$ cat config.mk
export PLATFORM = sky130hd
export DESIGN_NAME = tsc_settings
export DESIGN_NICKNAME = d
export VERILOG_FILES = /design/src/rtl/tsc_alert.v /design/src/rtl/tsc_settings.v
export VERILOG_INCLUDE_DIRS = /design/src /design/src/rtl
export SDC_FILE = /design/constraint.sdc
export NUM_CORES = 1
export LEC_CHECK = 0
export ABC_AREA = 1
export BUFFER_PORTS_ARGS = -buffer_cell sky130_fd_sc_hd__buf_2
export CAP_MARGIN = 20
export CELL_PAD_IN_SITES_DETAIL_PLACEMENT = 2
export CELL_PAD_IN_SITES_GLOBAL_PLACEMENT = 2
export CORE_MARGIN = 1
export CORE_UTILIZATION = 31
export DETAILED_ROUTE_END_ITERATION = 8
export GPL_TIMING_DRIVEN = 0
export PLACE_DENSITY = 0.86
export REMOVE_ABC_BUFFERS = 1
export SYNTH_ARGS = -nofsm -noshare
export SYNTH_HDL_FRONTEND = slang
export SYNTH_SLANG_ARGS = --single-unit
$ cat constraint.sdc
create_clock -name core_clk_i -period 8 [get_ports core_clk_i]
set_clock_uncertainty 0.2 [all_clocks]
set_input_delay 1.2 -clock core_clk_i [delete_from_list [all_inputs] [get_ports core_clk_i]]
set_output_delay 1.2 -clock core_clk_i [all_outputs]
set_load 0.02 [all_outputs]
$ cat src/rtl/tsc_defines.vh
/*
 * Constants for the thermal sensor settings register: pointer value,
 * field positions, power-up values and field encodings.
 * Assumes inclusion by bare name from the design files.
 */
`ifndef TSC_DEFINES_VH
`define TSC_DEFINES_VH

`define TSC_PTR_W            8
`define TSC_PTR_SETTINGS     8'h01
`define TSC_PTR_FEATURE      8'h00
`define TSC_REG_W            16
`define TSC_TEMP_W           11

`define TSC_HYST_HI          10
`define TSC_HYST_LO          9
`define TSC_STOP_BIT         8
`define TSC_CRIT_LOCK_BIT    7
`define TSC_WIN_LOCK_BIT     6
`define TSC_INT_CLEAR_BIT    5
`define TSC_ALERT_STAT_BIT   4
`define TSC_ALERT_EN_BIT     3
`define TSC_ALERT_SEL_BIT    2
`define TSC_ALERT_POL_BIT    1
`define TSC_ALERT_MODE_BIT   0

`define TSC_HYST_RESET       2'h0
`define TSC_HYST_0C          2'h0
`define TSC_HYST_1C5         2'h1
`define TSC_HYST_3C          2'h2
`define TSC_HYST_6C          2'h3
`define TSC_HYST_STEP_1C5    11'h006
`define TSC_HYST_STEP_3C     11'h00c
`define TSC_HYST_STEP_6C     11'h018
`define TSC_HYST_STEP_0C     11'h000

`define TSC_FEATURE_VALUE    16'h0001
`define TSC_ZERO16           16'h0000

`endif

$ cat src/rtl/tsc_alert.v
/*
 * Alert output generator for the thermal sensor. Compares the ambient
 * reading with the window and critical limits, applies hysteresis on the
 * falling edge of each condition and drives the alert pin in comparator
 * or latched interrupt behaviour.
 * Assumes limits and reading are 11-bit two's complement, quarter degrees.
 */
`timescale 1ns/1ns
`include "tsc_defines.vh"

module tsc_alert
(
    // Clock and reset
    input  wire                      core_clk_i,
    input  wire                      rstn_i,
    // Settings
    input  wire [1:0]                limit_hysteresis_i,
    input  wire                      alert_en_i,
    input  wire                      alert_sel_i,
    input  wire                      alert_pol_i,
    input  wire                      alert_mode_i,
    input  wire                      int_clear_i,
    // Temperatures
    input  wire [`TSC_TEMP_W-1:0]    ambient_reading_i,
    input  wire [`TSC_TEMP_W-1:0]    high_window_limit_i,
    input  wire [`TSC_TEMP_W-1:0]    low_window_limit_i,
    input  wire [`TSC_TEMP_W-1:0]    critical_limit_i,
    // Alert
    output reg                       alert_active_o,
    output reg                       alert_pin_o
);

    ////////////////////////////////////////////////////////////////////////
    reg  [`TSC_TEMP_W-1:0] hyst_step;
    reg                    over_high;
    reg                    under_low;
    reg                    over_crit;
    reg                    int_latch;
    reg                    cond_q;
    wire signed [`TSC_TEMP_W-1:0] amb  = ambient_reading_i;
    wire signed [`TSC_TEMP_W-1:0] hi   = high_window_limit_i;
    wire signed [`TSC_TEMP_W-1:0] lo   = low_window_limit_i;
    wire signed [`TSC_TEMP_W-1:0] crit = critical_limit_i;
    wire signed [`TSC_TEMP_W-1:0] hs   = hyst_step;
    wire        cond;
    wire        next_active;

    always @*
    begin
        case (limit_hysteresis_i)
            `TSC_HYST_1C5: hyst_step = `TSC_HYST_STEP_1C5;
            `TSC_HYST_3C:  hyst_step = `TSC_HYST_STEP_3C;
            `TSC_HYST_6C:  hyst_step = `TSC_HYST_STEP_6C;
            default:       hyst_step = `TSC_HYST_STEP_0C;
        endcase
    end

    ////////////////////////////////////////////////////////////////////////
    // Each condition sets beyond its limit (critical already at it) and only releases once the reading
    // has moved back by the hysteresis, so a slow drift does not chatter.
    always @(posedge core_clk_i)
    begin
        if (!rstn_i)
        begin
            over_high <= 1'b0;
            under_low <= 1'b0;
            over_crit <= 1'b0;
        end
        else
        begin
            over_high <= over_high ? (amb > hi - hs) : (amb > hi);
            under_low <= under_low ? (amb < lo + hs) : (amb < lo);
            over_crit <= over_crit ? (amb >= crit - hs) : (amb >= crit);
        end
    end

    // Source select zero watches all three limits, one only the critical.
    assign cond = alert_sel_i ? over_crit : (over_high | under_low | over_crit);

    // In interrupt behaviour the event latches until the host clears it;
    // a fresh event in the clearing cycle wins.
    always @(posedge core_clk_i)
    begin
        if (!rstn_i)
            int_latch <= 1'b0;
        else if (cond & ~cond_q)
            int_latch <= 1'b1;
        else if (int_clear_i)
            int_latch <= 1'b0;
    end

    always @(posedge core_clk_i)
    begin
        if (!rstn_i)
            cond_q <= 1'b0;
        else
            cond_q <= cond;
    end

    // Critical crossing in interrupt behaviour still reads as a comparator.
    assign next_active = alert_en_i &
                         (alert_mode_i ? (int_latch | over_crit) : cond);

    always @(posedge core_clk_i)
    begin
        if (!rstn_i)
        begin
            alert_active_o <= 1'b0;
            alert_pin_o    <= 1'b1;
        end
        else
        begin
            alert_active_o <= next_active;
            alert_pin_o    <= next_active ~^ alert_pol_i;
        end
    end

endmodule

$ cat src/rtl/tsc_settings.v
/*
 * Settings register bank of the thermal sensor. The serial bus front end
 * presents a register pointer with write and read strobes; this block
 * holds the settings word, answers reads, guards the limit registers via
 * the lock bits and drives the alert pin through tsc_alert.
 * Assumes the serial front end delivers whole 16-bit words synchronously.
 */
//Function
//Sixteen-bit settings register at pointer 0x01.
//Bits 15 to 11 read zero.
//Bits 10:9 select hysteresis, reset zero.
//Bit 8 selects shutdown, reset cleared.
//Shutdown stops conversions; ambient reading holds.
//Bit 7 locks critical, bit 6 window.
//Bits 5..0: clear, status, enable, select, polarity, mode.
//Status read-only; polarity sets alert level.
//Mode picks comparator or latched interrupt.
//Shutdown set refused while locked; clear allowed.
//Locks stick until reset; single write sets.
//Clear bit clears interrupt, reads zero.
//Select one: only critical crossing alerts.
//Hysteresis ignores writes while any lock set.
//Writes update unlocked fields only, silently.
`timescale 1ns/1ns
`include "tsc_defines.vh"

module tsc_settings
(
    // Clock and reset
    input  wire                      core_clk_i,
    input  wire                      rstn_i,
    // Register port from the serial front end
    input  wire [`TSC_PTR_W-1:0]     reg_ptr_i,
    input  wire                      reg_wr_i,
    input  wire [`TSC_REG_W-1:0]     reg_wdata_i,
    input  wire                      reg_rd_i,
    output reg  [`TSC_REG_W-1:0]     reg_rdata_o,
    // Conversion engine
    input  wire                      conv_done_i,
    input  wire [`TSC_TEMP_W-1:0]    conv_result_i,
    output wire                      conv_run_o,
    output reg  [`TSC_TEMP_W-1:0]    ambient_reading_o,
    // Limit registers held outside this block
    input  wire [`TSC_TEMP_W-1:0]    high_window_limit_i,
    input  wire [`TSC_TEMP_W-1:0]    low_window_limit_i,
    input  wire [`TSC_TEMP_W-1:0]    critical_limit_i,
    output wire                      crit_wr_allow_o,
    output wire                      window_wr_allow_o,
    // Alert pin
    output wire                      alert_pin_o
);

    ////////////////////////////////////////////////////////////////////////
    // Settings state
    reg  [1:0] limit_hysteresis;
    reg        low_power_stop;
    reg        crit_lock;
    reg        win_lock;
    reg        alert_en;
    reg        alert_sel;
    reg        alert_pol;
    reg        alert_mode;
    wire       alert_active;
    wire       any_lock = crit_lock | win_lock;
    wire       wr_cfg   = reg_wr_i & (reg_ptr_i == `TSC_PTR_SETTINGS);
    wire       int_clear = wr_cfg & reg_wdata_i[`TSC_INT_CLEAR_BIT];
    wire [`TSC_REG_W-1:0] settings_word;

    ////////////////////////////////////////////////////////////////////////
    // Writes: each field takes the new value only if its lock allows,
    // and refused fields simply hold without any error indication.
    always @(posedge core_clk_i)
    begin
        if (!rstn_i)
        begin
            limit_hysteresis <= `TSC_HYST_RESET;
            low_power_stop   <= 1'b0;
            crit_lock        <= 1'b0;
            win_lock         <= 1'b0;
            alert_en         <= 1'b0;
            alert_sel        <= 1'b0;
            alert_pol        <= 1'b0;
            alert_mode       <= 1'b0;
        end
        else if (wr_cfg)
        begin
            if (!any_lock)
            begin
                limit_hysteresis <= reg_wdata_i[`TSC_HYST_HI:`TSC_HYST_LO];
                alert_en         <= reg_wdata_i[`TSC_ALERT_EN_BIT];
                alert_pol        <= reg_wdata_i[`TSC_ALERT_POL_BIT];
                alert_mode       <= reg_wdata_i[`TSC_ALERT_MODE_BIT];
            end
            if (!win_lock)
                alert_sel <= reg_wdata_i[`TSC_ALERT_SEL_BIT];
            // Leaving shutdown is always allowed; entering it needs both locks clear.
            if (!any_lock || !reg_wdata_i[`TSC_STOP_BIT])
                low_power_stop <= reg_wdata_i[`TSC_STOP_BIT];
            // Locks are set-only: a zero written later cannot release them.
            if (reg_wdata_i[`TSC_CRIT_LOCK_BIT])
                crit_lock <= 1'b1;
            if (reg_wdata_i[`TSC_WIN_LOCK_BIT])
                win_lock <= 1'b1;
        end
    end

    assign crit_wr_allow_o   = ~crit_lock;
    assign window_wr_allow_o = ~win_lock;

    ////////////////////////////////////////////////////////////////////////
    // Conversion: the ambient reading keeps its last good value in shutdown.
    assign conv_run_o = ~low_power_stop;

    always @(posedge core_clk_i)
    begin
        if (!rstn_i)
            ambient_reading_o <= {`TSC_TEMP_W{1'b0}};
        else if (conv_done_i && !low_power_stop)
            ambient_reading_o <= conv_result_i;
    end

    ////////////////////////////////////////////////////////////////////////
    // Read path.
    assign settings_word = {5'h00,
                            limit_hysteresis,
                            low_power_stop,
                            crit_lock,
                            win_lock,
                            1'b0,
                            alert_active,
                            alert_en,
                            alert_sel,
                            alert_pol,
                            alert_mode};

    always @(posedge core_clk_i)
    begin
        if (!rstn_i)
            reg_rdata_o <= `TSC_ZERO16;
        else if (reg_rd_i)
        begin
            case (reg_ptr_i)
                `TSC_PTR_SETTINGS: reg_rdata_o <= settings_word;
                `TSC_PTR_FEATURE:  reg_rdata_o <= `TSC_FEATURE_VALUE;
                default:           reg_rdata_o <= `TSC_ZERO16;
            endcase
        end
    end

    ////////////////////////////////////////////////////////////////////////
    tsc_alert u_alert
    (
        .core_clk_i          (core_clk_i),
        .rstn_i              (rstn_i),
        .limit_hysteresis_i  (limit_hysteresis),
        .alert_en_i          (alert_en),
        .alert_sel_i         (alert_sel),
        .alert_pol_i         (alert_pol),
        .alert_mode_i        (alert_mode),
        .int_clear_i         (int_clear),
        .ambient_reading_i   (ambient_reading_o),
        .high_window_limit_i (high_window_limit_i),
        .low_window_limit_i  (low_window_limit_i),
        .critical_limit_i    (critical_limit_i),
        .alert_active_o      (alert_active),
        .alert_pin_o         (alert_pin_o)
    );

endmodule

==> metrics.cfg, run 1 <==
[logic_synthesis]
synthMostInstantiatedCell = nand2_1
yosysTopAreaCellShare = 0.2535
ys_top_cells_by_count = 127 x nand2_1, 82 x inv_1, 77 x ha_1, 52 x nor2_1, 51 x a21oi_1
yosysWarnings = 0
synth_area_leaders = ha_1 25%, dfxtp_1 19%, nand2_1 13%, inv_1 8.1%, a21oi_1 6.7%
syn_area_per_cell_um2 = 6.798
synthFlopType = dfxtp_1
yosysSeqAreaShare = 0.1949
synth_cell_type_count = 31
syn_inst = 559
synthArstFlopShare = 0
ys_seq_elements = 37
synth_edf_count = 0
syn_area_mm2 = 0.003800
yosys.area.top_type = ha_1

[clocking]
cts_inserted_buffers = 5
htree_levels = 2
clkSinkCount = 37
clk_pin_slew_worst_paths_ns = 0.06
cts_tree = done
worstSkewPairLatency_ns = 0.29
root_buffer = clkbuf_16
cts_setup_buffers = 0
cts_resized = 0
cts_buffer_depth = 2
holdBufCountCts = 0

[power_and_ir_drop]
vdd_drop_max_v = 0.0001024
internal_power_uw = 420.3
power_leakage_nw = 2.475
p_sw_frac = 0.3375
clkPwrFrac = 0.377
finalPower_uw = 634.4
combPwrFrac = 0.288
powerDensity_mw_per_mm2 = 139.0
p_sw_uw = 214.1
seqPwrFrac = 0.334

[layout]
nFillCells = 1473
areaGrowthSynthToFinish_pct = 20.15
largest_reg_flops = 11
final_nets = 803
top_regs = ambient_reading_o x11, reg_rdata_o x10, limit_hysteresis x2
final_area_mm2 = 0.004566
layout-drive-gt1-share = 0.1659
largest-register = ambient_reading_o
num_antenna_cells = 0
utilization = 0.3817

[timing]
hold_viol_final = 0
setup-violations-final = 0
max_freq_mhz = 258.1
rsz0062_at_grt = false
fin_tns_setup_ns = 0
fin_crit_ns = 3.875
hold_ws_ns = 0.2782
worst_pin_slew_ns = 0.7348
finalCritPeriodShare = 0.4843
slew_headroom = 0.5096
slew_viol_final = 0

[die]
fp-row-count = 40
fp.dieH_um = 112.7
initial_utilization = 0.3177
io_pins = 104
die_area_mm2 = 0.01270
die_w_um = 112.7
core_mm2 = 0.01196

[detailed_routing]
drt_iter0_drc = 94
route.detailed.drc = 0
vias = 4128
ant_nets = 0
wl_mm = 14.47
routedWlPerCell_um = 18.13
first_pass_iters = 4
viasPerCell = 5.173

[outcome]
status = finished clean

[global_routing]
grt_pass1_wl_mm = 23.25
overflow = 0
grt_max_degree = 22
grt_pass1_vias = 4674
antenna_found_initial = 0
grt_usage = 0.2357

[worst_setup_path]
path_max_fanout = 2
worstPathArrival_ns = 3.81
reg2reg_to = u_alert.under_low$_SDFF_PN0_
reg2reg_slack_ns = 4.23
cp-start-kind = input pin
crit_type = in -> reg
rr_worst_depth = 21
required_ns = 7.94
r2r_start = limit_hysteresis[0]$_SDFFE_PN0P_
endpoint_kind = register

[run]
drv_cap = 0

[placed_design]
dp_hpwl_mm = 11.36
post_dp_cell_area_mm2 = 0.004389
numPortBuffers = 91
gp_congestion = 0.8193

[min_path]
hold_end = reg_rdata_o[8]$_SDFFE_PN0P_
hold_depth = 2
hp-class = reg -> reg
hold_start = reg_rdata_o[8]$_SDFFE_PN0P_

-- kinds of logic after synthesis --
| logic type | after synthesis | share of synthesized area |
|---|---|---|
| other | 1 | 0.0009869 |
| adders and majority gates | 80 | 0.2693 |
| and+or+nand+nor | 243 | 0.2759 |
| buffers and inverters | 96 | 0.1011 |
| xor gates and xnor gates | 18 | 0.04149 |
| AOI/OAI and AO/OA | 84 | 0.1162 |
| DFF | 37 | 0.1949 |
-- worst max-delay path, stage by stage --
cell and delay (ns):
buf_2 0.10, inv_1 0.09, ha_1 0.15, inv_1 0.06
fa_1 0.41, nand3_1 0.09, nand3_1 0.12, nor3_1 0.29
nand3_1 0.14, xor2_1 0.18, ha_1 0.28, nand2_1 0.06
nor2_1 0.14, and2_1 0.16, nand2_1 0.07, nand3_1 0.07
nand2_1 0.05, nand3_1 0.07, a21oi_1 0.07
-- per-stage QoR --
step           cells  setup slack (ns)
5_1_grt          798             3.799
3_5_place_dp     790             3.803
3_3_place_gp     790             3.878
2_1_floorplan    552             4.338
4_1_cts          798             4.094
6_report         798             4.125
-- cells in the final DEF (no fill, tap or decap), types with 3 or more instances in the layout --
master / n
o21ai_0: 22
nand3_1: 31
ha_1: 77
nor2_1: 52
nor2_2: 3
a21oi_1: 51
buf_2: 91
nand2_1: 127
conb_1: 6
nand4_1: 13
fa_1: 3
o21ai_1: 4
xnor2_1: 4
xor2_1: 14
inv_1: 82
a21o_1: 3
dfxtp_1: 37
clkbuf_16: 5
and2_1: 5
nand3b_1: 5
-- per-layer routing --
metal | vias to the layer above | track usage | share of wire
li1 | 1999 | - | -
met1 | 2019 | 0.2442 | 0.39
met2 | 83 | 0.4757 | 0.54
met4 | 0 | 0.09956 | 0.036
met3 | 27 | 0.02357 | 0.029
met5 | - | 0 | 0
-- final cells by class --
| type | count | area, um2 | share of cell area |
|---|---|---|---|
| clock inverter | 2 | 37.54 | 0.008221 |
| inverter | 84 | 315.3 | 0.06906 |
| multi-input combinational | 431 | 2694 | 0.5900 |
| timing repair buffer | 91 | 455.4 | 0.09975 |
| sequential | 37 | 740.7 | 0.1622 |
| clock buffer | 6 | 138.9 | 0.03042 |
| tap | 147 | 183.9 | 0.04028 |
-- worst max-delay path by stage --
stage	endpoint	from	cells after the start	slack (ns)
floorplan	u_alert.over_high$_SDFF_PN0_	high_window_limit_i[1]	18	4.34
global placement	u_alert.over_high$_SDFF_PN0_	high_window_limit_i[1]	19	3.88
detailed placement	u_alert.over_high$_SDFF_PN0_	high_window_limit_i[1]	19	3.80
CTS	u_alert.over_high$_SDFF_PN0_	high_window_limit_i[1]	19	4.09
global route	u_alert.over_high$_SDFF_PN0_	high_window_limit_i[1]	19	3.80
finish	u_alert.over_high$_SDFF_PN0_	high_window_limit_i[1]	19	4.13
-- power by group through the flow --
stage	Clock [mW]	Sequential (mW)	Combinational [mW]
6_report	0.239	0.212	0.183
5_1_grt	0.247	0.214	0.208
4_1_cts	0.241	0.213	0.186
3_5_place_dp	0	0.216	0.181
3_3_place_gp	0	0.215	0.162
2_1_floorplan	0	0.212	0.110
Power figures use the tool's default switching activity.
==> inputs of run 2 (changes only) <==
Settings changed: CORE_UTILIZATION 31 to 29, PLACE_DENSITY 0.86 to 0.81.
Clock period 8 ns to 3.9 ns, I/O delays scaled along.
==> metrics.cfg, run 2 (synthesis results as in run 1) <==
[clocking]
htree_levels = 2  ; unchanged
clkSinkCount = 37  ; unchanged
cts_buffer_depth = 2  ; unchanged
clk_pin_slew_worst_paths_ns = 0.06  ; about the same
cts_tree = done
holdBufCountCts = 0  ; unchanged
cts_inserted_buffers = 5  ; unchanged
worstSkewPairLatency_ns = 0.28  ; about the same
root_buffer = clkbuf_16

[layout]
nFillCells = 1608  ; +9.2%
areaGrowthSynthToFinish_pct = 20.74
largest_reg_flops = 11  ; unchanged
final_common_cell = nand2_1
largest-register = ambient_reading_o
stdcell_count = 823  ; +3.1%
utilization = 0.3606  ; -0.02105
layout-drive-gt1-share = 0.1720  ; +0.006144
final_area_mm2 = 0.004588  ; +0.49%
final_cell_mix = 127 x nand2_1, 91 x buf_2, 82 x inv_1, 76 x ha_1, 51 x nor2_1
top_regs = ambient_reading_o x11, reg_rdata_o x10, limit_hysteresis x2
final_nets = 803  ; unchanged
num_antenna_cells = 0  ; unchanged

[placed_design]
gp_congestion = 0.7803  ; -4.8%
dp_hpwl_mm = 10.94  ; -3.8%
numPortBuffers = 91  ; unchanged
dp_cells = 815  ; +3.2%
post_dp_cell_area_mm2 = 0.004420  ; +0.71%

[power_and_ir_drop]
p_sw_frac = 0.3326  ; -0.004867
power_leakage_nw = 2.473  ; about the same
p_sw_uw = 404.5  ; +89%
finalPower_mw = 1.216  ; +92%
internal_power_uw = 811.6  ; +93%
powerDensity_mw_per_mm2 = 265.0  ; +91%
combPwrFrac = 0.296  ; +0.008
clkPwrFrac = 0.346  ; -0.031
seqPwrFrac = 0.358  ; +0.024
vdd_drop_max_v = 0.0001536  ; +50%

[timing]
max_freq_mhz = 280.5
slew_viol_final = 0  ; unchanged
hold_viol_final = 0  ; unchanged
setup-violations-final = 0  ; unchanged
worst_pin_slew_ns = 0.7249  ; -0.009875 ns
slew_headroom = 0.5162  ; +0.006590
fin_crit_ns = 3.565
finalCritPeriodShare = 0.9141
fin_tns_setup_ns = 0  ; unchanged
rsz0062_at_grt = false

[detailed_routing]
vias = 3984  ; -3.5%
routedWlPerCell_um = 15.78  ; -13%
ant_nets = 0  ; unchanged
wl_mm = 12.99  ; -10%
drt_iter0_drc = 77  ; -18%
first_pass_iters = 4  ; unchanged
route.detailed.drc = 0  ; unchanged
viasPerCell = 4.841  ; -6.4%

[global_routing]
grt_pass1_wl_mm = 21.09  ; -9.3%
grt_usage = 0.1997  ; -0.03601
grt_pass1_vias = 4424  ; -5.3%
overflow = 0  ; unchanged
grt_max_degree = 22  ; unchanged
antenna_found_initial = 0  ; unchanged

[worst_setup_path]
crit_type = reg -> reg
cp-start-kind = register
reg2reg_slack_ns = 0.33  ; -3.90 ns
required_ns = 3.83  ; -4.11 ns
worstPathArrival_ns = 3.49  ; -0.32 ns
endpoint_kind = register
path_max_fanout = 4  ; +2

[die]
io_pins = 104  ; unchanged
fp-row-count = 41  ; +2.5%
core_mm2 = 0.01272  ; +6.4%
initial_utilization = 0.2987  ; -0.01900
die_area_mm2 = 0.01357  ; +6.8%
fp.dieH_um = 116.5  ; +3.3%
die_w_um = 116.5  ; +3.3%

[run]
drv_cap = 0  ; unchanged

[outcome]
status = finished clean

[min_path]
hp-class = reg -> reg

==> run 2: timing repair <==
item	in CTS	in global routing
gates resized for setup	0	4
setup endpoints to repair	0	3
setup buffers	0	0
==> run 2: cell type report <==
class / count / area, um2 / area share
multi-input combinational: 431 / 2703 / 0.5890
sequential: 37 / 742.0 / 0.1617
timing repair buffer: 91 / 455.4 / 0.09926
inverter: 84 / 315.3 / 0.06872
tap: 172 / 215.2 / 0.04690
clock buffer: 7 / 152.6 / 0.03327
clock inverter: 1 / 5.005 / 0.001091
==> run 2: path summary, 6_finish.rpt <==
check,start,end,cells after the start
max,limit_hysteresis[0]$_SDFFE_PN0P_,u_alert.over_high$_SDFF_PN0_,20
min,reg_rdata_o[8]$_SDFFE_PN0P_,reg_rdata_o[8]$_SDFFE_PN0P_,2
max reg2reg,limit_hysteresis[0]$_SDFFE_PN0P_,u_alert.over_high$_SDFF_PN0_,20
min reg2reg,reg_rdata_o[8]$_SDFFE_PN0P_,reg_rdata_o[8]$_SDFFE_PN0P_,2
==> run 2: metal layers <==
layer  global-route usage  up-vias  part of all wire
met4              0.05726        0             0.025
met1               0.2307     1897              0.43
met3              0.02750       16             0.033
met5                    0        -                 0
met2               0.3787       70              0.51
li1                     -     2001                 -
==> run 2: power groups by stage <==
stage / Clock [mW] / Combinational, mW / Sequential, mW
3_3_place_gp: 0 / 0.334 / 0.442
4_1_cts: 0.428 / 0.368 / 0.437
2_1_floorplan: 0 / 0.225 / 0.434
5_1_grt: 0.444 / 0.417 / 0.439
3_5_place_dp: 0 / 0.365 / 0.445
6_report: 0.421 / 0.360 / 0.435
==> run 2: stage by stage <==
| step | hold WS [ns] | worst slack, ns |
|---|---|---|
| 5_1_grt | 0.2915 | 0.07803 |
| 3_5_place_dp | 0.2631 | 0.1301 |
| 2_1_floorplan | 0.2430 | 0.8059 |
| 6_report | 0.2703 | 0.3349 |
| 3_3_place_gp | 0.2529 | 0.3009 |
| 4_1_cts | 0.2719 | 0.07780 |
==> run 2: critical path, stage by stage, from the launching register on <==
cell and delay, ns:
dfxtp_2 0.34, ha_1 0.27, nor2_2 0.24, ha_1 0.32
a21oi_1 0.19, nand2_1 0.11, nand2_1 0.09, nand3_2 0.09
nor3_2 0.22, nand3_1 0.12, nand2_1 0.08, nand2_1 0.07
ha_1 0.33, nand2_1 0.08, nor2_1 0.13, and2_1 0.17
nand2_1 0.07, nand3_1 0.07, nand2_1 0.05, nand3_1 0.07
a21oi_1 0.07
==> inputs of run 3 (changes only) <==
Settings changed: SETUP_SLACK_MARGIN set to 0.5.
==> metrics.cfg, run 3 (synthesis results as in run 1) <==
[min_path]
hp-class = reg -> reg

[detailed_routing]
ant_nets = 0  ; unchanged
route.detailed.drc = 0  ; unchanged
viasPerCell = 4.881  ; +0.83%
drt_iter0_drc = 82  ; +6.5%
routedWlPerCell_um = 16.91  ; +7.1%
vias = 4056  ; +1.8%
wl_mm = 14.05  ; +8.2%
first_pass_iters = 4  ; unchanged

[global_routing]
grt_pass1_vias = 4482  ; +1.3%
gr-max-usage-layer = met2
overflow = 0  ; unchanged
grt_usage = 0.2040  ; +0.004322
grt_max_degree = 22  ; unchanged
gr-usage-met2 = 0.3874  ; +0.008679
grt_use_met3 = 0.02543  ; -0.002076
antenna_found_initial = 0  ; unchanged
grt_pass1_wl_mm = 21.58  ; +2.3%
grt_use_met1 = 0.2397  ; +0.008914

[timing]
setup-violations-final = 0  ; unchanged
rsz0062_at_grt = true
hold_ws_ns = 0.2718  ; +0.001515 ns
finalCritPeriodShare = 0.8388  ; -0.07532
slew_viol_final = 0  ; unchanged
max_freq_mhz = 305.7  ; +9.0%
hold_viol_final = 0  ; unchanged
fin_tns_setup_ns = 0  ; unchanged
slew_headroom = 0.5153  ; -0.0008850
worst_pin_slew_ns = 0.7263  ; +0.001326 ns
fin_crit_ns = 3.271  ; -0.2937 ns

[clocking]
htree_levels = 2  ; unchanged
worstSkewPairLatency_ns = 0.28  ; about the same
root_buffer = clkbuf_16
cts_inserted_buffers = 5  ; unchanged
cts_tree = done
cts_buffer_depth = 2  ; unchanged
clk_pin_slew_worst_paths_ns = 0.06  ; about the same
clkSinkCount = 37  ; unchanged
holdBufCountCts = 0  ; unchanged

[power_and_ir_drop]
internal_power_uw = 826.3  ; +1.8%
powerDensity_mw_per_mm2 = 257.8  ; -2.7%
finalPower_mw = 1.257  ; +3.4%
p_sw_uw = 430.8  ; +6.5%
clkPwrFrac = 0.339  ; -0.007
power_leakage_nw = 2.543  ; +2.8%
combPwrFrac = 0.314  ; +0.018
p_sw_frac = 0.3427  ; +0.01009
seqPwrFrac = 0.347  ; -0.011
vdd_drop_max_v = 0.0001436  ; -6.5%

[layout]
utilization = 0.3833  ; +0.02262
layout-drive-gt1-share = 0.2352  ; +0.06316
num_antenna_cells = 0  ; unchanged
top_regs = ambient_reading_o x11, reg_rdata_o x10, limit_hysteresis x2
final_nets = 811  ; +1.0%
areaGrowthSynthToFinish_pct = 28.32
largest_reg_flops = 11  ; unchanged
final_common_cell = nand2_1
nFillCells = 1567  ; -2.5%
final_area_mm2 = 0.004876  ; +6.3%
final_cell_mix = 119 x nand2_1, 91 x buf_2, 79 x inv_1, 69 x ha_1, 47 x a21oi_1
largest-register = ambient_reading_o

[worst_setup_path]
crit_path_frequent_cell = nand2_1
path_max_fanout = 4  ; unchanged
crit_type = reg -> reg
worstPathArrival_ns = 3.27  ; -0.22 ns
required_ns = 3.90  ; +0.07 ns
cpPeakStageDelay_ns = 0.40  ; +0.06 ns
endpoint_kind = register
worstPathCellList = inv_2 -> ha_4 -> nor2_4 -> inv_2 -> ha_4 -> nand2_1 -> o21ai_2 -> nand2_1 -> nor2_2 -> buf_4 -> xor2_1 -> ha_1 -> nand2_1 -> nor2_2 -> and2_1 -> nand2_1 -> nand3_1 -> nand2_1 -> nand3_1 -> a21oi_1
slowest_stage = dfxtp_4
cp-start-kind = register

[die]
initial_utilization = 0.2987  ; unchanged
die_w_um = 116.5  ; unchanged
io_pins = 104  ; unchanged
fp-row-count = 41  ; unchanged
core_mm2 = 0.01272  ; unchanged
fp.dieH_um = 116.5  ; unchanged
die_area_mm2 = 0.01357  ; unchanged

[outcome]
status = finished clean

[run]
drv_cap = 0  ; unchanged

[placed_design]
post_dp_cell_area_mm2 = 0.004420  ; unchanged
numPortBuffers = 91  ; unchanged
gp_congestion = 0.7803  ; unchanged
dp_hpwl_mm = 10.94  ; unchanged

## run 3: cell types whose count changed in the layout (fill, tap and decap cells not counted), sizes merged
cell	change
buf	+8
## run 3: per-stage QoR
step,setup slack [ns],instances
6_report,0.6286,831
5_1_grt,0.4089,831
4_1_cts,0.5091,824
3_5_place_dp,0.1301,815
3_3_place_gp,0.3009,815
2_1_floorplan,0.8059,552
## run 3: what timing repair did
item                                    CTS  global route
pin swaps                                 3            19
endpoints found under the setup margin    3             3
resized for setup                        20            34
buffers inserted                          1             7
## run 3: power groups by stage
stage	clock network [mW]	registers [mW]	logic (mW)
after global routing	0.449	0.440	0.450
after CTS	0.428	0.437	0.377
final	0.426	0.436	0.395
after floorplan	0	0.434	0.225
after detailed placement	0	0.445	0.365
after global placement	0	0.442	0.334
## run 3: layer usage
metal,vias up,part of all wire
met1,1935,0.42
met2,81,0.51
met3,22,0.036
li1,2018,-
met5,-,0
met4,0,0.031
## run 3: final timing paths
| path | start | endpoint | slack (ns) | cells past startpoint |
|---|---|---|---|---|
| worst min-delay path | reg_rdata_o[8]$_SDFFE_PN0P_ | reg_rdata_o[8]$_SDFFE_PN0P_ | 0.27 | 2 |
| worst max-delay path | limit_hysteresis[0]$_SDFFE_PN0P_ | u_alert.under_low$_SDFF_PN0_ | 0.63 | 20 |
| worst max register to register | limit_hysteresis[0]$_SDFFE_PN0P_ | u_alert.under_low$_SDFF_PN0_ | 0.63 | 20 |
| worst min register to register | reg_rdata_o[8]$_SDFFE_PN0P_ | reg_rdata_o[8]$_SDFFE_PN0P_ | 0.27 | 2 |
## run 3: layout make-up
cell class / count / area, um2 / share of cell area
clock buffers: 7 / 152.6 / 0.03131
well taps: 172 / 215.2 / 0.04414
flip-flops and latches: 37 / 745.7 / 0.1529
inverters: 84 / 315.3 / 0.06466
multi-input cells: 431 / 2927 / 0.6002
clock inverters: 1 / 5.005 / 0.001026
repair buffers: 99 / 515.5 / 0.1057
## run 3: critical path, delay by kind of cell (launching register included)
family          cells  cell delay [ns]
buf+inv             3             0.29
simple gates       11             1.06
xor+xnor            1             0.18
fa+ha+maj           3             0.72
compound gates      2             0.33
flops               1             0.40
